File: src/csr_params.svh
// Constants for the core status register block
`ifndef CSR_PARAMS_SVH
`define CSR_PARAMS_SVH

// ----------------------------------------
// Register addresses
// ----------------------------------------
`define CSR_SP_ADDR    8'h81
`define CSR_DPL_ADDR   8'h82
`define CSR_DPH_ADDR   8'h83
`define CSR_PSW_ADDR   8'hd0
`define CSR_ACC_ADDR   8'he0
`define CSR_B_ADDR     8'hf0

// ----------------------------------------
// Reset values
// ----------------------------------------
`define CSR_SP_RESET   8'h07
`define CSR_DP_RESET   8'h00
`define CSR_PSW_RESET  8'h00
`define CSR_ACC_RESET  8'h00
`define CSR_B_RESET    8'h00

// ----------------------------------------
// Status word fields
// ----------------------------------------
`define CSR_CY_BIT     7
`define CSR_AC_BIT     6
`define CSR_F0_BIT     5
`define CSR_RS_HI      4
`define CSR_RS_LO      3
`define CSR_OV_BIT     2
`define CSR_F1_BIT     1
`define CSR_PAR_BIT    0
`define CSR_PSW_WMASK  8'hfe

`endif

File: src/csr_pkg.sv
// Types shared by the core status register block
package csr_pkg;

    // Arithmetic operations that touch the flags, plus the idle CSR_OP_NONE
    typedef enum logic [2:0] {
        CSR_OP_NONE,
        CSR_OP_SUM,
        CSR_OP_SUM_CARRY,
        CSR_OP_DIFF_BORROW,
        CSR_OP_PRODUCT,
        CSR_OP_QUOTIENT
    } csr_op_e;

endpackage

File: src/csr_alu_if.sv
// Carrier between the register core and its arithmetic unit
`timescale 1ns/100ps
`default_nettype none
interface csr_alu_if;
    import csr_pkg::*;
    csr_op_e    op;
    logic [7:0] acc;
    logic [7:0] b;
    logic [7:0] operand;
    logic       carry_in;
    logic [7:0] res_acc;
    logic [7:0] res_b;
    logic       write_acc;
    logic       write_b;
    logic       cy;
    logic       ac;
    logic       ov;
    logic       upd_cy_ac;
    logic       upd_ov;

    modport core (output op, acc, b, operand, carry_in,
                  input  res_acc, res_b, write_acc, write_b,
                         cy, ac, ov, upd_cy_ac, upd_ov);
    modport alu  (input  op, acc, b, operand, carry_in,
                  output res_acc, res_b, write_acc, write_b,
                         cy, ac, ov, upd_cy_ac, upd_ov);
endinterface
`default_nettype wire

File: src/csr_alu.sv
// Arithmetic unit computing results and flags for the register core
`timescale 1ns/100ps
`default_nettype none
module csr_alu
    import csr_pkg::*;
(
    csr_alu_if.alu a
);

    // Signed overflow: add overflows when like signs give an unlike sign
    function automatic logic csr_sovf(input logic x,
                                      input logic y,
                                      input logic r,
                                      input logic sub);
        csr_sovf = sub ? ((x != y) && (r != x)) : ((x == y) && (r != x));
    endfunction

    logic [8:0]  sum9;
    logic [4:0]  nib5;
    logic [15:0] prod;
    logic        cin;

    // Carry only feeds the carrying forms
    assign cin  = (a.op == CSR_OP_SUM) ? 1'b0 : a.carry_in;
    assign prod = {8'h00, a.acc} * {8'h00, a.b};

    // Result and flag selection per operation
    always_comb
    begin
        sum9        = 9'h000;
        nib5        = 5'h00;
        a.res_acc   = a.acc;
        a.res_b     = a.b;
        a.write_acc = 1'b0;
        a.write_b   = 1'b0;
        a.cy        = 1'b0;
        a.ac        = 1'b0;
        a.ov        = 1'b0;
        a.upd_cy_ac = 1'b0;
        a.upd_ov    = 1'b0;
        unique case (a.op)
            CSR_OP_NONE:
            begin
            end
            CSR_OP_SUM, CSR_OP_SUM_CARRY:
            begin
                sum9 = {1'b0, a.acc} + {1'b0, a.operand} + {8'h00, cin};
                nib5 = {1'b0, a.acc[3:0]} + {1'b0, a.operand[3:0]}
                     + {4'h0, cin};
                a.res_acc   = sum9[7:0];
                a.write_acc = 1'b1;
                a.cy        = sum9[8];
                a.ac        = nib5[4];
                a.ov        = csr_sovf(a.acc[7], a.operand[7],
                                       sum9[7], 1'b0);
                a.upd_cy_ac = 1'b1;
                a.upd_ov    = 1'b1;
            end
            CSR_OP_DIFF_BORROW:
            begin
                sum9 = {1'b0, a.acc} - {1'b0, a.operand} - {8'h00, cin};
                nib5 = {1'b0, a.acc[3:0]} - {1'b0, a.operand[3:0]}
                     - {4'h0, cin};
                a.res_acc   = sum9[7:0];
                a.write_acc = 1'b1;
                a.cy        = sum9[8];
                a.ac        = nib5[4];
                a.ov        = csr_sovf(a.acc[7], a.operand[7],
                                       sum9[7], 1'b1);
                a.upd_cy_ac = 1'b1;
                a.upd_ov    = 1'b1;
            end
            CSR_OP_PRODUCT:
            begin
                a.res_acc   = prod[7:0];
                a.res_b     = prod[15:8];
                a.write_acc = 1'b1;
                a.write_b   = 1'b1;
                a.ov        = (prod[15:8] != 8'h00);
                a.upd_cy_ac = 1'b1;         // Cleared
                a.upd_ov    = 1'b1;
            end
            CSR_OP_QUOTIENT:
            begin
                // Zero divisor leaves both operands untouched
                if (a.b != 8'h00)
                begin
                    a.res_acc   = a.acc / a.b;
                    a.res_b     = a.acc % a.b;
                    a.write_acc = 1'b1;
                    a.write_b   = 1'b1;
                end
                a.ov        = (a.b == 8'h00);
                a.upd_cy_ac = 1'b1;
                a.upd_ov    = 1'b1;
            end
            default:
            begin
            end
        endcase
    end

endmodule
`default_nettype wire

File: src/csr_core.sv
// Core status registers: stack pointer, data pointer, status, operands
`timescale 1ns/100ps
`default_nettype none
`include "csr_params.svh"
module csr_core
    import csr_pkg::*;
(
    input  wire logic        clk,
    input  wire logic        reset,
    input  wire logic [7:0]  sfr_addr,
    input  wire logic        sfr_wr,
    input  wire logic        sfr_rd,
    input  wire logic [7:0]  sfr_wdata,
    output logic      [7:0]  sfr_rdata,
    output logic             sfr_hit,
    input  wire logic [7:0]  bit_addr,
    input  wire logic        bit_wr,
    input  wire logic        bit_rd,
    input  wire logic        bit_wdata,
    output logic             bit_rdata,
    input  wire logic        op_valid,
    input  wire csr_op_e     op_code,
    input  wire logic [7:0]  op_operand,
    input  wire logic        push_req,
    input  wire logic [7:0]  push_data,
    input  wire logic        pop_req,
    output logic             stack_wr_en,
    output logic      [7:0]  stack_wr_addr,
    output logic      [7:0]  stack_wr_data,
    output logic      [7:0]  stack_rd_addr,
    output logic      [7:0]  stack_pointer,
    output logic      [15:0] indirect_pointer,
    output logic      [4:0]  bank_base,
    output logic      [7:0]  status_word,
    output logic      [7:0]  accumulator,
    output logic      [7:0]  second_operand
);

    // Software value of a register after a byte or single-bit write
    function automatic logic [7:0] csr_sw_value(input logic [7:0] cur,
                                                input logic       by_wr,
                                                input logic       bt_wr,
                                                input logic [7:0] wd,
                                                input logic [2:0] bsel,
                                                input logic       bval);
        logic [7:0] v;
        v = cur;
        if (by_wr)
            v = wd;
        else if (bt_wr)
            v[bsel] = bval;
        csr_sw_value = v;
    endfunction

    logic [7:0] sp_reg;
    logic [7:0] sp_next;
    logic [7:0] dpl_reg;
    logic [7:0] dph_reg;
    logic [7:0] psw_reg;
    logic [7:0] psw_next;
    logic [7:0] acc_reg;
    logic [7:0] acc_next;
    logic [7:0] b_reg;
    logic [7:0] b_next;
    logic       swr_en_reg;
    logic [7:0] swr_addr_reg;
    logic [7:0] swr_data_reg;
    logic [7:0] rdata_reg;
    logic       hit_reg;
    logic       bitq_reg;

    csr_alu_if alu_bus ();

    csr_alu u_alu (
        .a (alu_bus.alu)
    );

    // ----------------------------------------
    // Address decode
    // ----------------------------------------
    // Below 0x80 the direct space is data memory, so it never decodes here
    wire logic       sfr_space = sfr_addr[7];
    wire logic       bit_space = bit_addr[7];
    // A bit address always names a byte ending in 0x0 or 0x8
    wire logic [7:0] bit_byte  = {bit_addr[7:3], 3'b000};
    wire logic       wr_sp     = sfr_wr & sfr_space
                               & (sfr_addr == `CSR_SP_ADDR);
    wire logic       wr_dpl    = sfr_wr & sfr_space
                               & (sfr_addr == `CSR_DPL_ADDR);
    wire logic       wr_dph    = sfr_wr & sfr_space
                               & (sfr_addr == `CSR_DPH_ADDR);
    wire logic       wr_psw    = sfr_wr & sfr_space
                               & (sfr_addr == `CSR_PSW_ADDR);
    wire logic       wr_acc    = sfr_wr & sfr_space
                               & (sfr_addr == `CSR_ACC_ADDR);
    wire logic       wr_b      = sfr_wr & sfr_space
                               & (sfr_addr == `CSR_B_ADDR);
    wire logic       bw_psw    = bit_wr & bit_space
                               & (bit_byte == `CSR_PSW_ADDR);
    wire logic       bw_acc    = bit_wr & bit_space
                               & (bit_byte == `CSR_ACC_ADDR);
    wire logic       bw_b      = bit_wr & bit_space
                               & (bit_byte == `CSR_B_ADDR);

    // Parity is live from the accumulator, never stored
    wire logic       parity    = ^acc_reg;
    wire logic [7:0] psw_view  = {psw_reg[7:1], parity};

    // ----------------------------------------
    // Read selection
    // ----------------------------------------
    wire logic       sfr_map   = sfr_space & (
                                 (sfr_addr == `CSR_SP_ADDR)
                               | (sfr_addr == `CSR_DPL_ADDR)
                               | (sfr_addr == `CSR_DPH_ADDR)
                               | (sfr_addr == `CSR_PSW_ADDR)
                               | (sfr_addr == `CSR_ACC_ADDR)
                               | (sfr_addr == `CSR_B_ADDR));
    wire logic [7:0] sfr_sel   =
        !sfr_space                    ? 8'h00    :
        (sfr_addr == `CSR_SP_ADDR)    ? sp_reg   :
        (sfr_addr == `CSR_DPL_ADDR)   ? dpl_reg  :
        (sfr_addr == `CSR_DPH_ADDR)   ? dph_reg  :
        (sfr_addr == `CSR_PSW_ADDR)   ? psw_view :
        (sfr_addr == `CSR_ACC_ADDR)   ? acc_reg  :
        (sfr_addr == `CSR_B_ADDR)     ? b_reg    : 8'h00;
    wire logic       bit_map   = bit_space & (
                                 (bit_byte == `CSR_PSW_ADDR)
                               | (bit_byte == `CSR_ACC_ADDR)
                               | (bit_byte == `CSR_B_ADDR));
    wire logic [7:0] bit_src   =
        !bit_space                    ? 8'h00    :
        (bit_byte == `CSR_PSW_ADDR)   ? psw_view :
        (bit_byte == `CSR_ACC_ADDR)   ? acc_reg  :
        (bit_byte == `CSR_B_ADDR)     ? b_reg    : 8'h00;

    // ----------------------------------------
    // Arithmetic unit hookup
    // ----------------------------------------
    assign alu_bus.op       = op_valid ? op_code : CSR_OP_NONE;
    assign alu_bus.acc      = acc_reg;
    assign alu_bus.b        = b_reg;
    assign alu_bus.operand  = op_operand;
    assign alu_bus.carry_in = psw_reg[`CSR_CY_BIT];

    // ----------------------------------------
    // Next-state logic
    // ----------------------------------------
    // Push beats pop and software so the top of stack stays coherent
    always_comb
    begin
        if (push_req)
            sp_next = sp_reg + 8'h01;
        else if (pop_req)
            sp_next = sp_reg - 8'h01;
        else if (wr_sp)
            sp_next = sfr_wdata;
        else
            sp_next = sp_reg;
    end

    // Hardware flags overwrite whatever software wrote this cycle
    always_comb
    begin
        psw_next = csr_sw_value(psw_view, wr_psw, bw_psw, sfr_wdata,
                                bit_addr[2:0], bit_wdata)
                 & `CSR_PSW_WMASK;
        if (alu_bus.upd_cy_ac)
        begin
            psw_next[`CSR_CY_BIT] = alu_bus.cy;
            psw_next[`CSR_AC_BIT] = alu_bus.ac;
        end
        if (alu_bus.upd_ov)
            psw_next[`CSR_OV_BIT] = alu_bus.ov;
    end

    // Operand registers: an executing operation wins over software
    assign acc_next = alu_bus.write_acc ? alu_bus.res_acc
                    : csr_sw_value(acc_reg, wr_acc, bw_acc, sfr_wdata,
                                   bit_addr[2:0], bit_wdata);
    assign b_next   = alu_bus.write_b ? alu_bus.res_b
                    : csr_sw_value(b_reg, wr_b, bw_b, sfr_wdata,
                                   bit_addr[2:0], bit_wdata);

    // ----------------------------------------
    // Registers
    // ----------------------------------------
    // Architectural state
    always_ff @(posedge clk or posedge reset)
    begin
        if (reset)
        begin
            sp_reg  <= `CSR_SP_RESET;
            dpl_reg <= `CSR_DP_RESET;
            dph_reg <= `CSR_DP_RESET;
            psw_reg <= `CSR_PSW_RESET;
            acc_reg <= `CSR_ACC_RESET;
            b_reg   <= `CSR_B_RESET;
        end
        else
        begin
            sp_reg  <= sp_next;
            dpl_reg <= wr_dpl ? sfr_wdata : dpl_reg;
            dph_reg <= wr_dph ? sfr_wdata : dph_reg;
            psw_reg <= psw_next;
            acc_reg <= acc_next;
            b_reg   <= b_next;
        end
    end

    // Stack write lands one cycle after the increment, at the new top
    always_ff @(posedge clk or posedge reset)
    begin
        if (reset)
        begin
            swr_en_reg   <= 1'b0;
            swr_addr_reg <= 8'h00;
            swr_data_reg <= 8'h00;
        end
        else
        begin
            swr_en_reg   <= push_req;
            swr_addr_reg <= push_req ? sp_next : swr_addr_reg;
            swr_data_reg <= push_req ? push_data : swr_data_reg;
        end
    end

    // Read data are registered and hold until the next read; the hit flag is not held and is high in the cycle after each mapped read
    always_ff @(posedge clk or posedge reset)
    begin
        if (reset)
        begin
            rdata_reg <= 8'h00;
            hit_reg   <= 1'b0;
            bitq_reg  <= 1'b0;
        end
        else
        begin
            rdata_reg <= sfr_rd ? sfr_sel : rdata_reg;
            bitq_reg  <= bit_rd ? bit_src[bit_addr[2:0]] : bitq_reg;
            hit_reg   <= (sfr_rd & sfr_map) | (bit_rd & bit_map);
        end
    end

    // ----------------------------------------
    // Outputs
    // ----------------------------------------
    assign sfr_rdata        = rdata_reg;
    assign sfr_hit          = hit_reg;
    assign bit_rdata        = bitq_reg;
    assign stack_wr_en      = swr_en_reg;
    assign stack_wr_addr    = swr_addr_reg;
    assign stack_wr_data    = swr_data_reg;
    assign stack_rd_addr    = sp_reg;       // Pop reads the top, then drops
    assign stack_pointer    = sp_reg;
    assign indirect_pointer = {dph_reg, dpl_reg};
    // Bank n starts at 8n
    assign bank_base        = {psw_reg[`CSR_RS_HI:`CSR_RS_LO], 3'b000};
    assign status_word      = psw_view;
    assign accumulator      = acc_reg;
    assign second_operand   = b_reg;

    // ----------------------------------------
    // Checks
    // ----------------------------------------
    logic [8:0]  chk_sum;
    logic [15:0] chk_prod;
    assign chk_sum  = {1'b0, acc_reg} + {1'b0, op_operand};
    assign chk_prod = {8'h00, acc_reg} * {8'h00, b_reg};
endmodule
`default_nettype wire

File: config.mk
export PLATFORM = sky130hd
export DESIGN_NAME = csr_core
export DESIGN_NICKNAME = d
export VERILOG_FILES = /design/src/csr_pkg.sv /design/src/csr_alu_if.sv /design/src/csr_alu.sv /design/src/csr_core.sv
export VERILOG_INCLUDE_DIRS = /design/src
export SDC_FILE = /design/constraint.sdc
export NUM_CORES = 1
export LEC_CHECK = 0
export ABC_AREA = 0
export BUFFER_PORTS_ARGS = -buffer_cell sky130_fd_sc_hd__buf_4
export CAP_MARGIN = 25
export CORE_MARGIN = 1.5
export CORE_UTILIZATION = 25
export DETAILED_ROUTE_END_ITERATION = 10
export PLACE_DENSITY = 0.43
export REMOVE_ABC_BUFFERS = 1
export SYNTH_ARGS = -nofsm -noshare
export SYNTH_HDL_FRONTEND = slang
export SYNTH_HIERARCHICAL = 1
export SYNTH_SLANG_ARGS = --single-unit
File: constraint.sdc
create_clock -name clk -period 14.44 [get_ports clk]
set_input_delay 1.444 -clock clk [delete_from_list [all_inputs] [get_ports clk]]
set_output_delay 1.444 -clock clk [all_outputs]
set_load 0.03 [all_outputs]
---- After elaboration in Yosys (flattened, before gate mapping) ----
Index checks and enable logic that the tools add are counted.
storage, ports and cells
  flip-flop bits (word level) ............. 74
  bits in latches ......................... 0
  bits in writable memories ............... 0
  ROM bits ................................ 0
  input bits .............................. 53
  output and inout bits ................... 88
  memories ................................ 0
operators by class
  add/sub/neg operators ................... 10
  multipliers ............................. 1
  div/mod/pow operators ................... 2
  $lt $le $gt $ge ......................... 2
  equal/unequal tests ..................... 22
  shift-type cells ........................ 0
  muxes and demuxes ....................... 44
  bitwise gates (word level) .............. 23
  reduce and logical (&&, ||, !) cells .... 16
operator list
  operator                                                                count
  8-bit 2-to-1 mux                                                        24
  8-bit equality test (second input constant)                             6
  8-bit case mux with 4 select lines                                      1
  8-bit bitwise mux                                                       3
  8-bit by 8-bit multiplier with 16-bit output                            1
  8-bit case mux with 2 select lines                                      1
  8-bit nonzero test                                                      2
  1-bit AND                                                               15
  5-bit equality test (second input constant)                             3
  8-bit by 8-bit adder with 9-bit output                                  1
  9-bit by 1-bit adder with 9-bit output                                  1
  3-bit nonzero test                                                      3
  8-bit by 8-bit subtractor with 9-bit output                             1
  9-bit by 1-bit subtractor with 9-bit output                             1
  8-bit by 1-bit adder with 8-bit output (second input constant)          1
  8-bit by 8-bit divider with 8-bit output                                1
  8-bit logical NOT                                                       1
  8-bit by 8-bit remainder unit with 8-bit output                         1
  1-bit bitwise OR                                                        8
  1-bit case mux with 2 select lines                                      4
  8-bit parity                                                            1
  8-bit by 1-bit subtractor with 8-bit output (second input constant)     1
  3-bit by 2-bit equality test with 1-bit output (second input constant)  2
  3-bit equality test (second input constant)                             2
  other kinds (24)                                                        35

---- Depth between registers and ports, before layout ----
Gate-level depths: netlist (run 1).
  depth after elaboration ................. 9
  depth in mapped cells ................... 54

---- By module ----
Netlist (run 1), hierarchy kept.
by module, submodules not included
  module    times used  cells each  area an instance (sq um)  seq. area each (sq um)
  csr_alu   1           699         5165.0                    0.0
  csr_core  1           495         4677.0                    1855.5

---- Worst setup path after synthesis (run 1) ----
Ideal clock, no wire load.
  path type ............................... flip-flop to flip-flop
  start ................................... register b_reg[5] (netlist: second_operand[5])
  end ..................................... register b_reg[2] (netlist: second_operand[2])
  library setup time ...................... 83 ps
  data arrival time ....................... 11105 ps
  slack ................................... 3253 ps
  cell stages (with the launch flop) ...... 54
  path buffers ............................ 3
  period minus slack after synthesis ...... 11187 ps
  path through ............................ dfrtp_1 > buf_6 > nor4_4 > nand2_2 > nor2_1 > a21oi_1 > a21oi_1 > ha_1 > nor4b_1 > nor2_1 > mux2i_1 > nor2_1 > ha_1 > and2_1 > o311a_2 > mux2_4 > ha_1 > a21oi_1 > [... 18 more ...] > a211oi_1 > nand4_1 > a21o_1 > clkbuf_1 > nor2_1 > a21oi_1 > fa_1 > nor2b_1 > o211ai_1 > a21boi_1 > o221ai_1 > nand2b_1 > clkbuf_1 > nand2_1 > or3_1 > a41oi_1 > nand2_1 > o21ai_0
RTL lines
  what                                             RTL line          source
  start, declared                                  csr_core.sv:63    logic [7:0] b_reg;
  start signal, assigned                           csr_core.sv:198   b_reg <= `CSR_B_RESET;
  start signal, assigned                           csr_core.sv:207   b_reg <= b_next;
  8-bit by 8-bit remainder unit with 8-bit output  csr_alu.sv:89     a.res_b = a.acc % a.b;
  8-bit 2-to-1 mux                                 csr_alu.sv:86     if (a.b != 8'h00)
  8-bit case mux with 2 select lines (*)           csr_alu.sv:41     unique case (a.op)
  named net alu_bus.res_b[2]                       csr_alu_if.sv:12  logic [7:0] res_b;
  8-bit 2-to-1 mux (*)                             csr_core.sv:181   assign b_next = alu_bus.write_b ? alu_bus.res_b
The timed path passes the listed nets; every way through them passes the cells marked *. The select of a mux whose other input is x is not followed.
A chain may end at the register's enable or synchronous reset.

---- Worst setup path after layout (run 1) ----
  start ................................... register b_reg[0] (netlist: second_operand[0])
  end ..................................... register b_reg[2] (netlist: second_operand[2])
The elaborated chain is that of the path after synthesis.

==> impl_metrics.ini, run 1 <==
[global_routing]
grt_max_degree = 39
grt_pass1_vias = 9316
gr-total-overflow = 0
grt_pass1_wl_um = 57800
track_usage = 0.186
antenna_found_initial = 1

[setup_path]
crit_slowest_cell = dfrtp_1
worstSetupStartpointType = register
arrival_ns = 12.96
slowest_delay_ns = 0.82
crit_fanout = 14
required_ns = 14.70
crit_top_cell = ha_1
cp-end-kind = register
crit_type = reg2reg

[clock_network]
post_cts_buffers = 0
cts_tree = yes
cts_root_buffer = clkbuf_16
clk_pin_slew_worst_paths_ns = 0.07
cts_made_buffers = 9
cts.sinks = 74
hold_buffers = 0
clkLatencyLatePin_ns = 0.35
cts.repair.resized = 0
htree_num_levels = 3
cts_buffer_depth = 2

[sta]
finalHoldViolations = 0
rsz0062_at_grt = no
layout_min_cycle_time_ns = 12.70
slew_headroom = 0.440
finalCritPeriodShare = 0.880
setup_viol = 0
fin_skew_ns = 0.0117
fmax_ghz = 0.0787
fin_setup_tns_ns = 0
tightest_slew_ns = 0.830
slew_violations = 0

[place]
gp_congestion = 0.881
place_hpwl_um = 29700
io_buffers = 137

[hold_path]
min_path_type = reg2reg

[synth]
ys_top_cells_by_area = dfrtp_1 18%, ha_1 13%, fa_1 8.3%
yosys_most_used_dff = dfrtp_1
synth-seq-cells = 74
yosys_warnings = 6
synth_commonest_cells = 115 x nand2_1, 107 x nor2_1, 106 x inv_1
synth.largest_area_cell = dfrtp_1
yosysSeqAreaShare = 0.189
ys_types = 91
synth_top_area_frac = 0.181
avgSynthCellArea_um2 = 8.24
synth_area_um2 = 9840
async_reset_ff_frac = 1.00
syn_inst = 1194
synth_enable_flop_cells = 0
yosys.cell_count.top_type = nand2_1

[floorplan]
row_count = 72
coreArea_um2 = 38700
die_area_um2 = 40600
initial_core_util = 0.254
die_w_um = 201
die_y_um = 201
boundaryPins = 141

[route]
wl_per_cell_um = 20.7
drt_pass1_iterations = 5
ant_nets = 0
wl_um = 37500
dr_total_vias = 9209
drt_iter0_drc = 594
viasPerCell = 5.08
route.detailed.drc = 0

[finish]
area_delta_synth_final_pct = 18.0
fillerInstances = 4227
nets = 1483
drive_above_1_share = 0.196

[status]
status = complete, no violations

[run]
max_cap_violations = 0
-- critical path: cells and delay by family (launching register included) --
family                     cells  cell delay [ns]
and+or+nand+nor               13             2.19
muxes                          5             1.68
adders and majority gates      8             2.63
AOI/OAI and AO/OA             18             4.44
buffers and inverters          3             0.85
DFF                            1             0.82
-- metrics by stage --
| stage | cells | util | hold slack [ns] | cell area (um2) | setup WS [ns] |
|---|---|---|---|---|---|
| after global routing | 1812 | 0.300 | 0.529 | 11600 | 0.692 |
| after floorplan | 1129 | - | 0.654 | 9520 | 3.41 |
| after global placement | 1796 | 0.291 | 0.470 | 11300 | 2.13 |
| final | 1813 | 0.300 | 0.498 | 11600 | 1.74 |
| after detailed placement | 1796 | 0.291 | 0.476 | 11300 | 1.84 |
| after CTS | 1812 | 0.300 | 0.502 | 11600 | 1.80 |
-- cell usage in the layout, fill, tap and decap left out, drive strengths merged, types with 13 or more instances in the layout --
cell type,count
a21oi,51
a22oi,13
buf,149
dfrtp,71
fa,41
ha,100
inv,107
mux2,58
mux2i,36
nand2,116
nand2b,15
nand3,17
nor2,107
nor2b,13
nor3,42
o21ai,83
o22ai,17
o31ai,13
xnor2,43
xor2,16
-- final timing paths --
kind | startpoint | endpoint | slack [ns] | cells past startpoint
setup / recovery | second_operand[0]$_DFFE_PP0P_ | second_operand[2]$_DFFE_PP0P_ | 1.74 | 47
hold / removal | stack_wr_addr[4]$_DFFE_PP0P_ | stack_wr_addr[4]$_DFFE_PP0P_ | 0.50 | 1
setup reg to reg | second_operand[0]$_DFFE_PP0P_ | second_operand[2]$_DFFE_PP0P_ | 1.74 | 47
hold reg to reg | stack_wr_addr[4]$_DFFE_PP0P_ | stack_wr_addr[4]$_DFFE_PP0P_ | 0.50 | 1
max in group asynchronous | reset | stack_pointer[2]$_DFF_PP1_ | 12.28 | 3
min in group asynchronous | reset | stack_wr_data[2]$_DFFE_PP0P_ | 1.17 | 2
-- final cells by class --
class                           instances  area [um2]  area share
Clock inverter                          6        90.1     0.00776
Antenna cell                            1        2.50    0.000215
Clock buffer                           10         229      0.0197
Inverter                              110         414      0.0357
Tap cell                              518         648      0.0558
Timing Repair Buffer                  149        1120      0.0963
Multi-Input combinational cell        945        7250       0.625
Sequential cell                        74        1860       0.160
-- logic make-up after synthesis --
| group | Yosys count | share of synthesized area |
|---|---|---|
| other | 1 | 0.000381 |
| AND/OR/NAND/NOR | 362 | 0.176 |
| adder cells (fa/ha/maj) | 141 | 0.211 |
| buffers and inverters | 177 | 0.0751 |
| XOR/XNOR | 59 | 0.0525 |
| flip-flops | 74 | 0.189 |
| AO/OA/AOI/OAI | 285 | 0.191 |
| multiplexers | 95 | 0.106 |
-- per-layer routing --
| layer | share of wire | GRT usage | vias up | routed length (um) |
|---|---|---|---|---|
| met2 | 0.48 | 0.314 | 262 | 17900 |
| met3 | 0.054 | 0.0272 | 32 | 2030 |
| met1 | 0.45 | 0.251 | 4547 | 17000 |
| met4 | 0.016 | 0.0376 | 0 | 600 |
| met5 | 0 | 0 | - | 0 |
| li1 | - | - | 4368 | - |
Power of run 1 is not shown: default switching activity piles up to over one toggle a cycle in this logic, so the estimate is an artifact.
==> run 2, diff against run 1 <==
Settings changed: BUFFER_PORTS_ARGS -buffer_cell sky130_fd_sc_hd__buf_4 to -buffer_cell sky130_fd_sc_hd__buf_2, GPL_ROUTABILITY_DRIVEN set to 0, SKIP_CTS_REPAIR_TIMING set to 1.
==> run 2 against run 1 <==
Count of clock-buffer cells in the layout unchanged. First-iteration DRC count increased by 9.1%. Fmax decreased by 0.57%. Critical path type unchanged. Design area decreased by 2.8%. Register-to-register slack got worse by 0.07 ns. Largest cell class unchanged. Sequential share of layout area increased by 0.46 points.
==> impl_metrics.ini, run 2 (synthesis gave the netlist of run 1 again) <==
[setup_path]
r2r_end = second_operand[2]$_DFFE_PP0P_
reg2reg_depth = 47
crit_start = second_operand[0]$_DFFE_PP0P_
cp-end-kind = register
crit_fanout = 14
crit_top_cell = ha_1
reg2reg_slack_ns = 1.67
crit_type = reg2reg
arrival_ns = 13.04
required_ns = 14.70
slowest_delay_ns = 0.84
worstSetupStartpointType = register
worstReg2RegStart = second_operand[0]$_DFFE_PP0P_
endpoint = second_operand[2]$_DFFE_PP0P_
crit_slowest_cell = dfrtp_1

[sta]
slew_headroom = 0.375
rsz0062_at_grt = no
fin_setup_tns_ns = 0
fmax_ghz = 0.0783
setup_viol = 0
layout_min_cycle_time_ns = 12.77
finalCritPeriodShare = 0.885
fin_skew_ns = 0.0101
worst_slack_ns = 1.67
finalHoldViolations = 0
tightest_slew_ns = 0.926
slew_violations = 0

[clock_network]
cts_made_buffers = 9
clk_pin_slew_worst_paths_ns = 0.07
cts.sinks = 74
cts_tree = yes
cts_buffer_depth = 2
htree_num_levels = 3
cts_root_buffer = clkbuf_16
clkLatencyLatePin_ns = 0.35

[place]
preCtsSetupSlack_ns = 1.94
place_hpwl_um = 29200
io_buffers = 137
placedCellCount = 1796

[route]
ant_nets = 0
wl_per_cell_um = 20.7
drt_iter0_drc = 648
viasPerCell = 5.08
wl_um = 37600
route.detailed.drc = 0
dr_total_vias = 9206
drt_pass1_iterations = 4

[finish]
post-route-util = 0.291
fin_cells = 1813
area_delta_synth_final_pct = 14.7
fillerInstances = 4250
drive_above_1_share = 0.196
final_cell_mix = 137 x buf_2, 115 x nand2_1, 107 x nor2_1, 105 x inv_1, 100 x ha_1
nets = 1484
layout_commonest_cell = buf_2
diodes = 0

[global_routing]
antenna_found_initial = 0
track_usage = 0.185
grt_pass1_wl_um = 57500
grt_max_degree = 75
grt_pass1_vias = 9243
gr-total-overflow = 0

[floorplan]
boundaryPins = 141
coreArea_um2 = 38700
row_count = 72
die_w_um = 201
initial_core_util = 0.254
die_area_um2 = 40600
die_y_um = 201

[hold_path]
min_from = stack_wr_addr[4]$_DFFE_PP0P_
min_path_type = reg2reg

[status]
status = complete, no violations

[run]
max_cap_violations = 0
## run 2: cell count changes in the layout (fill, tap and decap cells not counted)
cell / before / now
buf_4: 149 / 12
diode_2: 1 / 0
buf_2: 0 / 137
buf_12: 0 / 1
## run 2: worst min path at each step
stage                                   endpoint  slack, ns  depth (start not counted)
finish              stack_wr_addr[4]$_DFFE_PP0P_       0.49                          1
global route        stack_wr_addr[4]$_DFFE_PP0P_       0.52                          1
global placement    stack_wr_addr[4]$_DFFE_PP0P_       0.46                          1
detailed placement  stack_wr_addr[4]$_DFFE_PP0P_       0.47                          1
CTS                 stack_wr_addr[4]$_DFFE_PP0P_       0.49                          1
floorplan               sfr_rdata[1]$_DFFE_PP0P_       0.65                          2
## run 2: final cells by class
class                   count  area, um2  share of cell area
clock inverters             6       90.1             0.00798
multi-input cells         945       7250               0.643
inverters                 110        414              0.0367
well taps                 518        648              0.0574
clock buffers              10        229              0.0203
repair buffers            150        796              0.0705
flip-flops and latches     74       1860               0.164
## run 2: critical path: cells and delay by family (launching register included)
family | cells | cell delay, ns
AND/OR/NAND/NOR | 14 | 2.42
adder cells (fa/ha/maj) | 8 | 2.64
multiplexers | 5 | 1.70
flip-flops | 1 | 0.84
AO/OA/AOI/OAI | 17 | 4.22
buffers and inverters | 3 | 0.85
## run 2: metal layers
layer / share of wire / up-vias / global-route usage
li1: - / 4384 / -
met2: 0.47 / 240 / 0.310
met5: 0 / - / 0
met1: 0.47 / 4551 / 0.256
met4: 0.014 / 0 / 0.0368
met3: 0.045 / 31 / 0.0209
## run 2: through the flow
stage	hold WS [ns]	area (um2)
floorplan	0.654	9520
global placement	0.463	10900
detailed placement	0.472	10900
CTS	0.490	11300
global route	0.517	11300
finish	0.487	11300
Power of run 2 is left out for the same reason.
==> run 3, diff against run 2 <==
--- a/config.mk
+++ b/config.mk
@@ -11,2 +11,3 @@
 export CAP_MARGIN = 25
+export CORE_ASPECT_RATIO = 0.9
 export CORE_MARGIN = 1.5
==> constraint.sdc (replaced) <==
create_clock -name clk -period 14.44 [get_ports clk]
set_input_delay 0 -clock clk [delete_from_list [all_inputs] [get_ports clk]]
set_output_delay 0 -clock clk [all_outputs]
set_load 0.03 [all_outputs]
==> run 3 against run 2 <==
Count of clock-buffer cells in the layout did not move. Die area is essentially flat. Global-route usage down 0.37 points. Design area rose by 1.1%. Setup slack better by 0.13 ns. Critical path type unchanged. Non-clock buffer count grew 11. Core utilization increased by 0.48 points. Sequential share of layout area fell by 0.19 points.
==> impl_metrics.ini, run 3 (synthesis gave the netlist of run 1 again) <==
[place]
place_hpwl_um = 28900
placedCellCount = 1805
preCtsSetupSlack_ns = 2.01
io_buffers = 137

[hold_path]
min_path_type = in2reg
min_from = sfr_wdata[2]

[sta]
fmax_ghz = 0.0791
setup_viol = 0
fin_setup_tns_ns = 0
tightest_slew_ns = 0.898
rsz0062_at_grt = no
layout_min_cycle_time_ns = 12.64
worst_slack_ns = 1.80
slew_headroom = 0.398
finalHoldViolations = 0
slew_violations = 0
fin_skew_ns = 0.00754
finalCritPeriodShare = 0.875

[global_routing]
grt_max_degree = 75
grt_pass1_vias = 8905
gr-total-overflow = 0
track_usage = 0.181
antenna_found_initial = 0
grt_pass1_wl_um = 55400

[route]
wl_um = 36900
wl_per_cell_um = 20.2
drt_iter0_drc = 598
drt_pass1_iterations = 6
viasPerCell = 5.02
dr_total_vias = 9188
route.detailed.drc = 0
ant_nets = 0

[floorplan]
row_count = 68
die_area_um2 = 40600
initial_core_util = 0.255
coreArea_um2 = 38500
die_w_um = 212
die_y_um = 191
boundaryPins = 141

[setup_path]
crit_top_cell = ha_1
crit_start = second_operand[7]$_DFFE_PP0P_
endpoint = second_operand[2]$_DFFE_PP0P_
worstSetupStartpointType = register
worstReg2RegStart = second_operand[7]$_DFFE_PP0P_
cp-end-kind = register
crit_type = reg2reg
reg2reg_slack_ns = 1.80
slowest_delay_ns = 0.62
required_ns = 14.70
r2r_end = second_operand[2]$_DFFE_PP0P_
crit_fanout = 16
reg2reg_depth = 46
arrival_ns = 12.90
crit_slowest_cell = dfrtp_1

[finish]
fillerInstances = 4145
nets = 1495
ff_latch_area_um2 = 1860
layout_commonest_cell = buf_2
drive_above_1_share = 0.197
fin_cells = 1831
area_delta_synth_final_pct = 16.0
diodes = 0
final_cell_mix = 138 x buf_2, 115 x nand2_1, 107 x nor2_1, 105 x inv_1, 100 x ha_1
multiInputGateArea_um2 = 7250

[status]
status = complete, no violations

[clock_network]
cts.sinks = 74
clk_pin_slew_worst_paths_ns = 0.06
cts_made_buffers = 9
cts_tree = yes
cts_root_buffer = clkbuf_16
cts_buffer_depth = 2
htree_num_levels = 3
clkLatencyLatePin_ns = 0.35

[run]
max_cap_violations = 0
==> run 3: final cells by class <==
| class | instances | share of cell area |
|---|---|---|
| Clock buffer | 10 | 0.0209 |
| Clock inverter | 6 | 0.00789 |
| Inverter | 110 | 0.0363 |
| Multi-Input combinational cell | 945 | 0.635 |
| Sequential cell | 74 | 0.163 |
| Tap cell | 525 | 0.0575 |
| Timing Repair Buffer | 161 | 0.0794 |
==> run 3: worst max-delay path, delay by kind of cell (launching register included) <==
family	cells	cell delay (ns)
AO/OA/AOI/OAI	17	4.34
AND/OR/NAND/NOR	15	3.06
adder cells (fa/ha/maj)	7	2.30
multiplexers	6	1.94
flip-flops	1	0.62
buffers and inverters	1	0.31
==> run 3: routing by layer <==
layer  global-route usage  part of all wire  vias to the layer above
met1                0.267              0.49                     4490
met3               0.0214             0.049                       39
li1                     -                 -                     4411
met4               0.0429             0.018                        0
met2                0.279              0.44                      248
met5                    0                 0                        -
==> run 3: worst min path at each step <==
stage,to,slack [ns],cells after the start
CTS,stack_wr_data[3]$_DFFE_PP0P_,-0.12,2
global route,dpl_reg[0]$_DFFE_PP0P_,0.03,2
detailed placement,stack_wr_data[3]$_DFFE_PP0P_,0.24,2
floorplan,stack_wr_en$_DFF_PP0_,0.03,0
finish,stack_pointer[2]$_DFF_PP1_,0.003,3
global placement,stack_wr_data[5]$_DFFE_PP0P_,0.23,2
==> run 3: metrics by stage <==
| stage | util | cell area, um2 | hold WS, ns |
|---|---|---|---|
| after floorplan | - | 9520 | 0.0314 |
| after global placement | 0.284 | 11000 | 0.235 |
| after detailed placement | 0.285 | 11000 | 0.237 |
| after CTS | 0.293 | 11300 | -0.121 |
| after global routing | 0.296 | 11400 | 0.0269 |
| final | 0.296 | 11400 | 0.00341 |
Power of run 3 is left out for the same reason.
